`src/hdl/drive_diag_map.svh`:
```
/*
  Register offsets, field positions, commands and timing constants of the
  drive diagnostic block. Assumes a 32-bit APB with byte addresses.
*/
`ifndef DRIVE_DIAG_MAP_SVH
`define DRIVE_DIAG_MAP_SVH
// Register byte offsets
`define OFS_CTRL 12'h000
`define OFS_TRIP_ACTION 12'h004
`define OFS_USER_TRIP 12'h008
`define OFS_DATE 12'h00c
`define OFS_TIME 12'h010
`define OFS_STATUS 12'h014
`define OFS_IRQ_STAT 12'h018
`define OFS_IRQ_MASK 12'h01c
`define OFS_ACTIVE_TRIP 12'h020
`define OFS_LOG_CODE 12'h040
`define OFS_LOG_SUB 12'h080
`define OFS_LOG_DATE 12'h0c0
`define OFS_LOG_TIME 12'h100
`define OFS_MON 12'h140
// Field positions
`define CTRL_ENABLE_BIT 0
`define CTRL_RUN_BIT 1
`define FREEZE_OFF_BIT 4
`define IRQ_TRIP_BIT 0
`define IRQ_CLEAR_BIT 1
`define IRQ_BOOT_BIT 2
// Sizes, commands, reset values
`define LOG_DEPTH 10
`define MON_COUNT 18
`define LOG_CLEAR_CMD 8'hff
`define CTRL_RESET 32'h0000_0000
// Timing
`define CLK_PERIOD_NS 20
`define ALT_PERIOD_MS 500
`endif

```
`src/hdl/drive_diag_pkg.sv`:
```
/*
  Types shared by the drive diagnostic block.
  Assumes the map header supplies all numeric constants.
*/
package drive_diag_pkg;
  // Drive status shown on the upper display row
  typedef enum logic [3:0] {
    st_wait_power, st_wait_option, st_uploading, st_inhibit, st_ready,
    st_stop, st_run, st_supply_loss, st_decel, st_dc_inject, st_trip,
    st_undervolt
  } drive_state_t;
  // One monitored value
  typedef logic [15:0] mon_word_t;
endpackage

```
`src/hdl/trip_log_if.sv`:
```
/*
  Interface between the diagnostic core and the trip history store.
  Assumes both ends run on pclk.
*/
`timescale 1ns/1ns
interface trip_log_if;
  logic push; // New trip enters slot 0
  logic clear; // Empty the whole log
  logic [7:0] code_in; // Trip number
  logic [7:0] sub_in; // Sub-trip, zero if none
  logic [31:0] date_in; // Date stamp
  logic [31:0] time_in; // Time stamp
  logic [3:0] rd_idx; // Slot selected for reading
  logic [7:0] rd_code;
  logic [7:0] rd_sub;
  logic [31:0] rd_date;
  logic [31:0] rd_time;
  modport store (input push, clear, code_in, sub_in, date_in, time_in, rd_idx,
    output rd_code, rd_sub, rd_date, rd_time);
  modport ctrl (output push, clear, code_in, sub_in, date_in, time_in, rd_idx,
    input rd_code, rd_sub, rd_date, rd_time);
endinterface

```
`src/hdl/trip_history.sv`:
```
/*
  Ten-slot trip history with sub-trip and date/time stamps.
  Assumes push and clear are single-cycle pulses on pclk.
*/
`timescale 1ns/1ns
`include "drive_diag_map.svh"
module trip_history (
  input wire logic pclk,
  input wire logic presetn,
  trip_log_if.store lg
);
  logic [7:0] code [`LOG_DEPTH]; // Slot 0 newest
  logic [7:0] sub [`LOG_DEPTH];
  logic [31:0] date [`LOG_DEPTH];
  logic [31:0] tstamp [`LOG_DEPTH];
  logic hit; // Read index inside the log
  assign hit = lg.rd_idx < 4'(`LOG_DEPTH);

  // Whole log moves in one edge so no read sees half a shift
  always_ff @(posedge pclk or negedge presetn) begin
    if (!presetn) begin
      for (int i = 0; i < `LOG_DEPTH; i++) begin
        code[i] <= '0;
        sub[i] <= '0;
        date[i] <= '0;
        tstamp[i] <= '0;
      end
    end else if (lg.push || lg.clear) begin
      for (int i = `LOG_DEPTH - 1; i > 0; i--) begin
        code[i] <= lg.clear ? '0 : code[i-1];
        sub[i] <= lg.clear ? '0 : sub[i-1];
        date[i] <= lg.clear ? '0 : date[i-1];
        tstamp[i] <= lg.clear ? '0 : tstamp[i-1];
      end
      code[0] <= lg.push ? lg.code_in : '0;
      sub[0] <= lg.push ? lg.sub_in : '0;
      date[0] <= lg.push ? lg.date_in : '0;
      tstamp[0] <= lg.push ? lg.time_in : '0;
    end
  end

  // Numeric trip number goes out, never text
  assign lg.rd_code = hit ? code[lg.rd_idx] : '0;
  assign lg.rd_sub = hit ? sub[lg.rd_idx] : '0;
  assign lg.rd_date = hit ? date[lg.rd_idx] : '0;
  assign lg.rd_time = hit ? tstamp[lg.rd_idx] : '0;

  property p_log_shift;
    @(posedge pclk) disable iff (!presetn)
    lg.push && !lg.clear |=> code[9] == $past(code[8]) && code[0] == $past(lg.code_in);
  endproperty
  a_log_shift: assert property (p_log_shift) else $error("log did not shift");
  property p_log_stamp;
    @(posedge pclk) disable iff (!presetn)
    lg.push |=> date[0] == $past(lg.date_in) && tstamp[0] == $past(lg.time_in);
  endproperty
  a_log_stamp: assert property (p_log_stamp) else $error("stamp not stored");
  property p_log_sub;
    @(posedge pclk) disable iff (!presetn)
    lg.push |=> sub[0] == $past(lg.sub_in);
  endproperty
  a_log_sub: assert property (p_log_sub) else $error("sub-trip not kept");
  property p_log_clear;
    @(posedge pclk) disable iff (!presetn)
    lg.clear && !lg.push |=> code[0] == 8'h00 && code[9] == 8'h00 && date[5] == 32'h0;
  endproperty
  a_log_clear: assert property (p_log_clear) else $error("log not cleared");
endmodule

```
`src/hdl/drive_diag.sv`:
```
/*
  Drive diagnostic and status core: APB registers, trip history control,
  freeze of monitored values, drive status machine, alarm alternation and
  interrupt. Assumes trip, monitor and motion inputs come from logic on
  pclk; torque-removal and processor answer pins are asynchronous.
*/
// Local design decisions: the APB slave port and the register addresses.
`timescale 1ns/1ns
`include "drive_diag_map.svh"

module drive_diag #(
  parameter int ALT_CYCLES = `ALT_PERIOD_MS * 1000000 / `CLK_PERIOD_NS
) (
  input wire logic pclk,
  input wire logic presetn,
  // APB slave
  input wire logic psel,
  input wire logic penable,
  input wire logic pwrite,
  input wire logic [11:0] paddr,
  input wire logic [31:0] pwdata,
  output logic [31:0] prdata,
  output logic pready,
  output logic pslverr,
  // Trip source, same clock
  input wire logic trip_event,
  input wire logic [7:0] trip_code,
  input wire logic [7:0] trip_sub,
  input wire logic trip_reset,
  // Drive conditions, same clock
  input wire logic motor_turning,
  input wire logic zero_reference,
  input wire logic supply_loss,
  input wire logic dc_injection,
  input wire logic undervoltage,
  input wire logic option_fitted,
  input wire logic option_changed,
  input wire logic upload_done,
  input wire logic alarm_active,
  input wire logic param_editing,
  input wire logic [`MON_COUNT-1:0][15:0] mon_in,
  // Asynchronous pins
  input wire logic torque_removal_inputs,
  input wire logic power_stage_ack,
  input wire logic option_ack,
  // Outputs
  output logic inverter_enable,
  output logic [3:0] status_code,
  output logic [7:0] display_row2,
  output logic display_alarm,
  output logic irq
);

  // Stage enable of the inverter for a given status
  function automatic logic en_of(drive_diag_pkg::drive_state_t s);
    case (s)
      drive_diag_pkg::st_stop, drive_diag_pkg::st_run,
      drive_diag_pkg::st_supply_loss, drive_diag_pkg::st_decel,
      drive_diag_pkg::st_dc_inject: en_of = 1'b1;
      default: en_of = 1'b0;
    endcase
  endfunction

  // True when addr falls in a window of n words from base
  function automatic logic in_win(logic [11:0] addr, logic [11:0] base, int n);
    in_win = addr >= base && addr < base + 12'(n * 4);
  endfunction

  // Word index of addr inside a window
  function automatic logic [4:0] word_of(logic [11:0] addr, logic [11:0] base);
    logic [11:0] d;
    d = addr - base;
    word_of = d[6:2];
  endfunction

  trip_log_if lg ();

  // Software registers
  logic [31:0] ctrl; // Enable setting and run command
  logic [31:0] trip_action; // Trip action configuration
  logic [31:0] date_now; // Current date value
  logic [31:0] time_now; // Current time value
  logic [2:0] irq_stat; // Sticky events
  logic [2:0] irq_mask; // Enables onto irq
  // Block state
  logic trip_active; // Trip held until reset
  logic [7:0] active_code; // Code of the active trip
  logic [`MON_COUNT-1:0][15:0] mon_frozen; // Values as software sees them
  drive_diag_pkg::drive_state_t state;
  drive_diag_pkg::drive_state_t next_state;
  drive_diag_pkg::drive_state_t run_state; // Status once booted
  logic [31:0] alt_cnt; // Alarm alternation timer
  logic alt_phase; // High while the alarm string shows
  // Synchronisers, first stage read only by the second
  logic [2:0] pin_meta;
  logic [2:0] pin_sync;

  // Two flip-flops on every asynchronous pin
  always_ff @(posedge pclk or negedge presetn) begin
    if (!presetn) begin
      pin_meta <= '0;
      pin_sync <= '0;
    end else begin
      pin_meta <= {option_ack, power_stage_ack, torque_removal_inputs};
      pin_sync <= pin_meta;
    end
  end

  wire torque_ok = pin_sync[0];
  wire power_ok = pin_sync[1];
  wire option_ok = pin_sync[2];
  wire drive_enable = ctrl[`CTRL_ENABLE_BIT];
  wire run_cmd = ctrl[`CTRL_RUN_BIT];
  wire freeze_off = trip_action[`FREEZE_OFF_BIT];

  // APB decode; writes land on the completing edge only
  wire acc = psel && penable && !pready;
  wire done = psel && penable && pready;
  wire wr = done && pwrite;
  wire in_log = in_win(paddr, `OFS_LOG_CODE, 4 * 16);
  wire in_mon = in_win(paddr, `OFS_MON, `MON_COUNT);
  wire fixed_hit = paddr <= `OFS_ACTIVE_TRIP && paddr[1:0] == 2'b00;
  wire mapped = fixed_hit || in_log || in_mon;
  wire wr_ctrl = wr && paddr == `OFS_CTRL;
  wire wr_action = wr && paddr == `OFS_TRIP_ACTION;
  wire wr_date = wr && paddr == `OFS_DATE;
  wire wr_time = wr && paddr == `OFS_TIME;
  wire wr_istat = wr && paddr == `OFS_IRQ_STAT;
  wire wr_imask = wr && paddr == `OFS_IRQ_MASK;
  // Only the 255 value empties the log; other values are ignored
  wire log_clear = wr && paddr == `OFS_USER_TRIP &&
    pwdata[7:0] == `LOG_CLEAR_CMD;

  // History store connections
  assign lg.push = trip_event;
  assign lg.clear = log_clear;
  assign lg.code_in = trip_code;
  assign lg.sub_in = trip_sub;
  assign lg.date_in = date_now;
  assign lg.time_in = time_now;
  assign lg.rd_idx = paddr[5:2]; // Log windows are 64-byte aligned

  trip_history u_hist (
    .pclk(pclk),
    .presetn(presetn),
    .lg(lg)
  );

  // Read selection
  logic [31:0] rd_word;
  logic [4:0] mon_idx;
  assign mon_idx = word_of(paddr, `OFS_MON);
  always_comb begin
    rd_word = 32'h0;
    if (in_mon) begin
      rd_word = {16'h0, mon_frozen[mon_idx]};
    end else if (in_log) begin
      case (paddr[7:6])
        2'b01: rd_word = {24'h0, lg.rd_code};
        2'b10: rd_word = {24'h0, lg.rd_sub};
        2'b11: rd_word = lg.rd_date;
        default: rd_word = lg.rd_time; // 0x100 window
      endcase
    end else begin
      case (paddr)
        `OFS_CTRL: rd_word = ctrl;
        `OFS_TRIP_ACTION: rd_word = trip_action;
        `OFS_DATE: rd_word = date_now;
        `OFS_TIME: rd_word = time_now;
        `OFS_STATUS: rd_word = {20'h0, ~trip_active, ~undervoltage, drive_enable,
          torque_ok, 1'b0, trip_active, state != drive_diag_pkg::st_wait_power,
          inverter_enable, status_code};
        `OFS_IRQ_STAT: rd_word = {29'h0, irq_stat};
        `OFS_IRQ_MASK: rd_word = {29'h0, irq_mask};
        `OFS_ACTIVE_TRIP: rd_word = {24'h0, active_code};
        default: rd_word = 32'h0;
      endcase
    end
  end

  // Answer one cycle into the access phase
  always_ff @(posedge pclk or negedge presetn) begin
    if (!presetn) begin
      pready <= 1'b0;
      pslverr <= 1'b0;
      prdata <= 32'h0;
    end else begin
      pready <= acc;
      pslverr <= acc && !mapped;
      if (acc) begin
        prdata <= pwrite ? 32'h0 : rd_word;
      end
    end
  end

  // Control registers written by software
  always_ff @(posedge pclk or negedge presetn) begin
    if (!presetn) begin
      ctrl <= `CTRL_RESET;
      trip_action <= 32'h0;
      date_now <= 32'h0;
      time_now <= 32'h0;
      irq_mask <= 3'h0;
    end else begin
      if (wr_ctrl) ctrl <= pwdata;
      if (wr_action) trip_action <= pwdata;
      if (wr_date) date_now <= pwdata;
      if (wr_time) time_now <= pwdata;
      if (wr_imask) irq_mask <= pwdata[2:0];
    end
  end

  // Trip latch; a new trip in the reset cycle still wins
  always_ff @(posedge pclk or negedge presetn) begin
    if (!presetn) begin
      trip_active <= 1'b0;
      active_code <= 8'h0;
    end else if (trip_event) begin
      trip_active <= 1'b1;
      active_code <= trip_code;
    end else if (trip_reset) begin
      trip_active <= 1'b0;
    end
  end

  // Monitored values track until a trip, then hold for diagnosis
  wire freeze = trip_active && !freeze_off;
  always_ff @(posedge pclk or negedge presetn) begin
    if (!presetn) begin
      mon_frozen <= '0;
    end else if (!freeze) begin
      mon_frozen <= mon_in;
    end
  end

  // Status once the power-up stages are over, highest priority first
  assign run_state =
    (trip_active || trip_event) ? drive_diag_pkg::st_trip :
    undervoltage ? drive_diag_pkg::st_undervolt :
    (!torque_ok || !drive_enable) ? drive_diag_pkg::st_inhibit :
    !run_cmd ? (motor_turning ? drive_diag_pkg::st_decel :
                drive_diag_pkg::st_ready) :
    supply_loss ? drive_diag_pkg::st_supply_loss :
    dc_injection ? drive_diag_pkg::st_dc_inject :
    zero_reference ? drive_diag_pkg::st_stop :
    drive_diag_pkg::st_run;

  // Power-up waits, then the run-time status
  always_comb begin
    next_state = state;
    case (state)
      drive_diag_pkg::st_wait_power: begin
        if (power_ok) begin
          next_state = option_fitted ? drive_diag_pkg::st_wait_option :
            drive_diag_pkg::st_inhibit;
        end
      end
      drive_diag_pkg::st_wait_option: begin
        if (option_ok) begin
          next_state = option_changed ? drive_diag_pkg::st_uploading :
            drive_diag_pkg::st_inhibit;
        end
      end
      drive_diag_pkg::st_uploading: begin
        if (upload_done) next_state = drive_diag_pkg::st_inhibit;
      end
      default: next_state = run_state;
    endcase
  end

  wire booting = state == drive_diag_pkg::st_wait_power ||
    state == drive_diag_pkg::st_wait_option || state == drive_diag_pkg::st_uploading;
  wire boot_end = booting && next_state == drive_diag_pkg::st_inhibit;

  // Status outputs move with the state on the same edge
  always_ff @(posedge pclk or negedge presetn) begin
    if (!presetn) begin
      state <= drive_diag_pkg::st_wait_power;
      status_code <= 4'h0;
      inverter_enable <= 1'b0;
      display_row2 <= 8'h0;
    end else begin
      state <= next_state;
      status_code <= 4'(next_state);
      inverter_enable <= en_of(next_state);
      display_row2 <= next_state == drive_diag_pkg::st_trip ?
        (trip_event ? trip_code : active_code) : 8'h0;
    end
  end

  // Alarm alternation timer; it free-runs so the phase is uneven at start
  always_ff @(posedge pclk or negedge presetn) begin
    if (!presetn) begin
      alt_cnt <= 32'h0;
      alt_phase <= 1'b0;
      display_alarm <= 1'b0;
    end else begin
      if (alt_cnt == 32'(ALT_CYCLES - 1)) begin
        alt_cnt <= 32'h0;
        alt_phase <= !alt_phase;
      end else begin
        alt_cnt <= alt_cnt + 32'h1;
      end
      display_alarm <= alarm_active && !param_editing && alt_phase;
    end
  end

  // Sticky events; a set in the clearing cycle survives
  wire [2:0] ev = {boot_end, log_clear, trip_event};
  wire [2:0] next_irq_stat = (irq_stat & ~(wr_istat ? pwdata[2:0] : 3'h0)) | ev;
  always_ff @(posedge pclk or negedge presetn) begin
    if (!presetn) begin
      irq_stat <= 3'h0;
      irq <= 1'b0;
    end else begin
      irq_stat <= next_irq_stat;
      irq <= |(next_irq_stat & irq_mask);
    end
  end

  property p_trip_off;
    @(posedge pclk) disable iff (!presetn)
    trip_event && !booting |=> !inverter_enable && status_code == 4'(drive_diag_pkg::st_trip);
  endproperty
  a_trip_off: assert property (p_trip_off) else $error("trip left output on");
  property p_freeze;
    @(posedge pclk) disable iff (!presetn)
    freeze ##1 freeze |-> $stable(mon_frozen);
  endproperty
  a_freeze: assert property (p_freeze) else $error("frozen value moved");
  property p_no_freeze;
    @(posedge pclk) disable iff (!presetn)
    trip_active && freeze_off |=> mon_frozen == $past(mon_in);
  endproperty
  a_no_freeze: assert property (p_no_freeze) else $error("freeze not disabled");
  property p_row2;
    @(posedge pclk) disable iff (!presetn)
    state == drive_diag_pkg::st_trip |-> display_row2 == active_code && !inverter_enable;
  endproperty
  a_row2: assert property (p_row2) else $error("trip code not shown");
endmodule

```
`config.mk`:
```
export PLATFORM = sky130hd
export DESIGN_NAME = drive_diag
export DESIGN_NICKNAME = d
export VERILOG_FILES = /design/src/hdl/drive_diag_pkg.sv /design/src/hdl/trip_log_if.sv /design/src/hdl/trip_history.sv /design/src/hdl/drive_diag.sv
export VERILOG_INCLUDE_DIRS = /design/src /design/src/hdl
export SDC_FILE = /design/constraint.sdc
export NUM_CORES = 2
export LEC_CHECK = 0
export BUFFER_PORTS_ARGS = -buffer_cell sky130_fd_sc_hd__clkbuf_2
export CORE_UTILIZATION = 45
export CTS_BUF_LIST = sky130_fd_sc_hd__clkbuf_8
export DETAILED_ROUTE_END_ITERATION = 7
export RECOVER_POWER = 25
export SETUP_SLACK_MARGIN = 0.1
export SLEW_MARGIN = 15
export SYNTH_ARGS = -nofsm -noshare
export SYNTH_HDL_FRONTEND = slang
export SYNTH_SLANG_ARGS = --single-unit
```
`constraint.sdc`:
```
create_clock -name pclk -period 2.9 [get_ports pclk]
set_input_delay 0.29 -clock pclk [delete_from_list [all_inputs] [get_ports pclk]]
set_output_delay 0.29 -clock pclk [all_outputs]
set_load 0.03 [all_outputs]
```
==> flow_summary_export.csv <==
group,metric,value,unit
clock_tree,cts_root_buffer,"clkbuf_8",
floorplan,dieArea,140000,sq um
floorplan,die_y,374,um
sta,setup-violations-final,0,
global_route,grt_pass1_vias,46027,
synth,synth_top_family_by_area,"multiplexers",
synth,yosysSeqAreaShare,53.0,%
synth,synth.area.mux_share,30.0,%
drt,ant_nets,0,
cells_and_area,layout_common_cells,"dfrtp_1 (1318), mux2i_1 (908), nor2_1 (805)",
synth,postSynthAreaPerCell,12.4,sq um
power_and_ir_drop,leakagePower,37.3,nW
power_and_ir_drop,power,43.0,mW
worst_setup_path,critical_path_class,"in -> reg",
cells_and_area,area_growth,21.4,%
synth,synth.distinct_cells,77,
cells_and_area,layout-drive-gt1-share,27.3,%
synth,ys.flop_type,"dfrtp_1",
sta,max_slew_margin,-88.7,%
sta,drv_slew,8,
worst_setup_path,endpoint,"u_hist.code[76]",
sta,fin_worst_skew,0.0542,ns
global_route,antenna_found_initial,25,
global_route,grt_pass1_wl,286000,um
clock_tree,cts_buffers,221,
synth,synth_fa_ha_area_share,0.0201,%
drt,detail_route.wl_per_cell,23.6,um
sta,max_freq,0.369,GHz
sta,worst_slew_pin_slew,2.83,ns
synth,synth_nets,5380,
floorplan,die_w,374,um
worst_setup_path,cp-end-kind,"flip-flop",
power_and_ir_drop,powerDensity,569,nW/um^2
run,drv_cap,1,
drt,via_per_inst,5.62,
synth,netlist_area,62200,sq um
place,place_congestion,0.920,
worst_setup_path,worstPathArrival,3.53,ns
worst_setup_path,reg2reg_depth,7,
synth,synth_edf_count,0,
global_route,track_usage,26.6,%
cells_and_area,fin_area,75500,sq um
cells_and_area,layout_commonest_cell,"dfrtp_1",
clock_tree,cts_tree,"yes",
clock_tree,cts_buffer_depth,3,
power_and_ir_drop,ir_worst_vdd,0.402,mV
sta,min_period_over_period,93.5,%
synth,syn_inst,5011,
place,dp_hpwl,123000,um
worst_setup_path,crit_required,3.72,ns
worst_setup_path,crit_fanout,8,
global_route,grt_overflow,0,
worst_setup_path,startpoint,"paddr[8]",
global_route,grt_max_degree,104,
synth,async_reset_ff_share,100,%
drt,drc,0,
worst_setup_path,worst_r2r_startpoint,"pready",
floorplan,core,137000,sq um
synth,synth_seq_cells,1319,
drt,totalWireLength,186000,um
synth,yosys.area_share.simple,8.17,%
place,place_area,67400,sq um
clock_tree,clk_latency,0.95,ns
worst_setup_path,r2r_slack,0.29,ns
floorplan,row_count,136,
run_status,violations,"capacitance limit, slew limit",
min_path,hold_path.class,"in -> reg",
floorplan,num_io_pins,417,
clock_tree,cts_setup_buffers,0,
drt,vias,44206,
synth,synthXorXnorAreaFrac,0.436,%
sta,fin_crit,2.71,ns
run_status,outcome,"finished with violations",
worst_setup_path,r2r_end,"u_hist.code[76]",
place,portBuffers,416,
worst_setup_path,critPathLaunchType,"primary input",
synth,yosys_warnings,0,
clock_tree,numClockSinks,1319,
sta,hold_violations,0,
cells_and_area,num-fill-cells,11482,
clock_tree,cts.htree.levels,4,
synth,synth_compound_area_share,4.96,%
clock_tree,clk_pin_slew,0.06,ns
sta,rsz0062_at_grt,"no",
floorplan,initial_utilization,45.3,%
drt,first_pass_iters,5,
cells_and_area,fin_nets,6263,
drt,drt_iter0_drc,3198,
==> sequential cells by signal (all words and copies together), names as in the netlist, 3 cells and up <==
| name | count |
|---|---|
| ctrl | 32 |
| irq_stat | 3 |
| u_hist.date | 320 |
| state | 4 |
| u_hist.sub | 80 |
| irq_mask | 3 |
| alt_cnt | 32 |
| mon_frozen | 288 |
| u_hist.tstamp | 320 |
| u_hist.code | 80 |
| pin_sync | 3 |
| date_now | 32 |
| active_code | 8 |
| lg.time_in | 32 |
| trip_action | 32 |
| display_row2 | 8 |
| pin_meta | 3 |
| prdata | 32 |
==> area by class of cell <==
class / count / area (sq um) / share of cell area (%)
Tap cell: 1794 / 2240 / 2.97
Clock inverter: 118 / 659 / 0.873
Inverter: 9 / 33.8 / 0.0447
Timing Repair Buffer: 1029 / 8560 / 11.3
Multi-Input combinational cell: 3314 / 27200 / 36.0
Sequential cell: 1319 / 33000 / 43.7
Clock buffer: 277 / 3810 / 5.05
Antenna cell: 11 / 27.5 / 0.0364
==> per-stage QoR <==
| stage | hold WS, ns | utilization (%) | TNS, ns | setup slack (ns) | instances |
|---|---|---|---|---|---|
| 4_1_cts | 0.000354 | 55.0 | 0 | 0.195 | 7860 |
| 6_report | 0.0772 | 55.0 | 0 | 0.190 | 7871 |
| 5_1_grt | 0.0608 | 55.0 | 0 | 0.0724 | 7870 |
| 3_3_place_gp | 0.303 | 49.1 | -0.0608 | -0.0608 | 7093 |
| 2_1_floorplan | -0.00559 | - | 0 | 0.807 | 5011 |
| 3_5_place_dp | 0.319 | 49.1 | -0.0301 | -0.0301 | 7093 |
==> cells in the mapped netlist (39+ instances only) <==
| library cell | count | area [sq um] |
|---|---|---|
| clkbuf_1 | 171 | 642 |
| nand2_1 | 253 | 950 |
| a22oi_1 | 39 | 293 |
| buf_2 | 63 | 315 |
| nor2_1 | 807 | 3030 |
| o22ai_1 | 47 | 294 |
| mux2_2 | 461 | 5190 |
| buf_4 | 96 | 721 |
| a21oi_1 | 87 | 435 |
| mux2i_1 | 908 | 9090 |
| o21ai_1 | 71 | 355 |
| dfrtp_1 | 1319 | 33000 |
| o21ai_0 | 103 | 515 |
| mux4_2 | 192 | 4320 |
==> power by group <==
group	switching [mW]	total [mW]	internal (mW)
logic	2.89	5.54	2.65
clock network	7.90	16.7	8.78
registers	0.997	20.7	19.7
total	11.8	43.0	31.2
==> repair_timing <==
action / CTS / global route
endpoints found under the hold margin: 1349 / 0
hold buffers: 372 / 0
gates resized for setup: 0 / 1
endpoints found under the setup margin: 0 / 2
==> how the worst min path moves through the flow <==
stage / startpoint / endpoint / slack, ns / depth (start not counted)
global route: upload_done / irq_stat[2] / 0.06 / 4
floorplan: presetn / active_code[0] / -0.006 / 0
detailed placement: presetn / alt_cnt[21] / 0.32 / 1
global placement: presetn / alt_cnt[22] / 0.30 / 1
CTS: penable / prdata[4] / 0.0004 / 6
finish: upload_done / irq_stat[2] / 0.08 / 4
==> worst max-delay path, cell delays in order <==
cell and delay, ns:
dlygate4sd3_1 0.59, clkbuf_2 0.18, nor4_4 0.48, nand3_2 0.31, nor4_2 0.39, buf_4 0.28
nor2_1 0.19, a22o_1 0.26, dlygate4sd3_1 0.55
==> per-layer routing <==
layer / GRT usage (%) / vias up / share of wire, %
met4: 9.74 / 16 / 3.2
met2: 43.2 / 1251 / 48
li1: - / 19737 / -
met1: 35.7 / 22852 / 43
met5: 0 / - / 0.052
met3: 4.91 / 350 / 5.4
==> cell families (layout without fill, tap and decap cells) <==
group,after synthesis,after routing
muxes,1566,1566
DFF,1319,1319
and+or+nand+nor,1225,1225
AOI/OAI and AO/OA,491,491
buffers and inverters,378,1433
xor gates and xnor gates,31,31
adders and majority gates,1,1
other,0,11
Power figures use the tool's default switching activity.
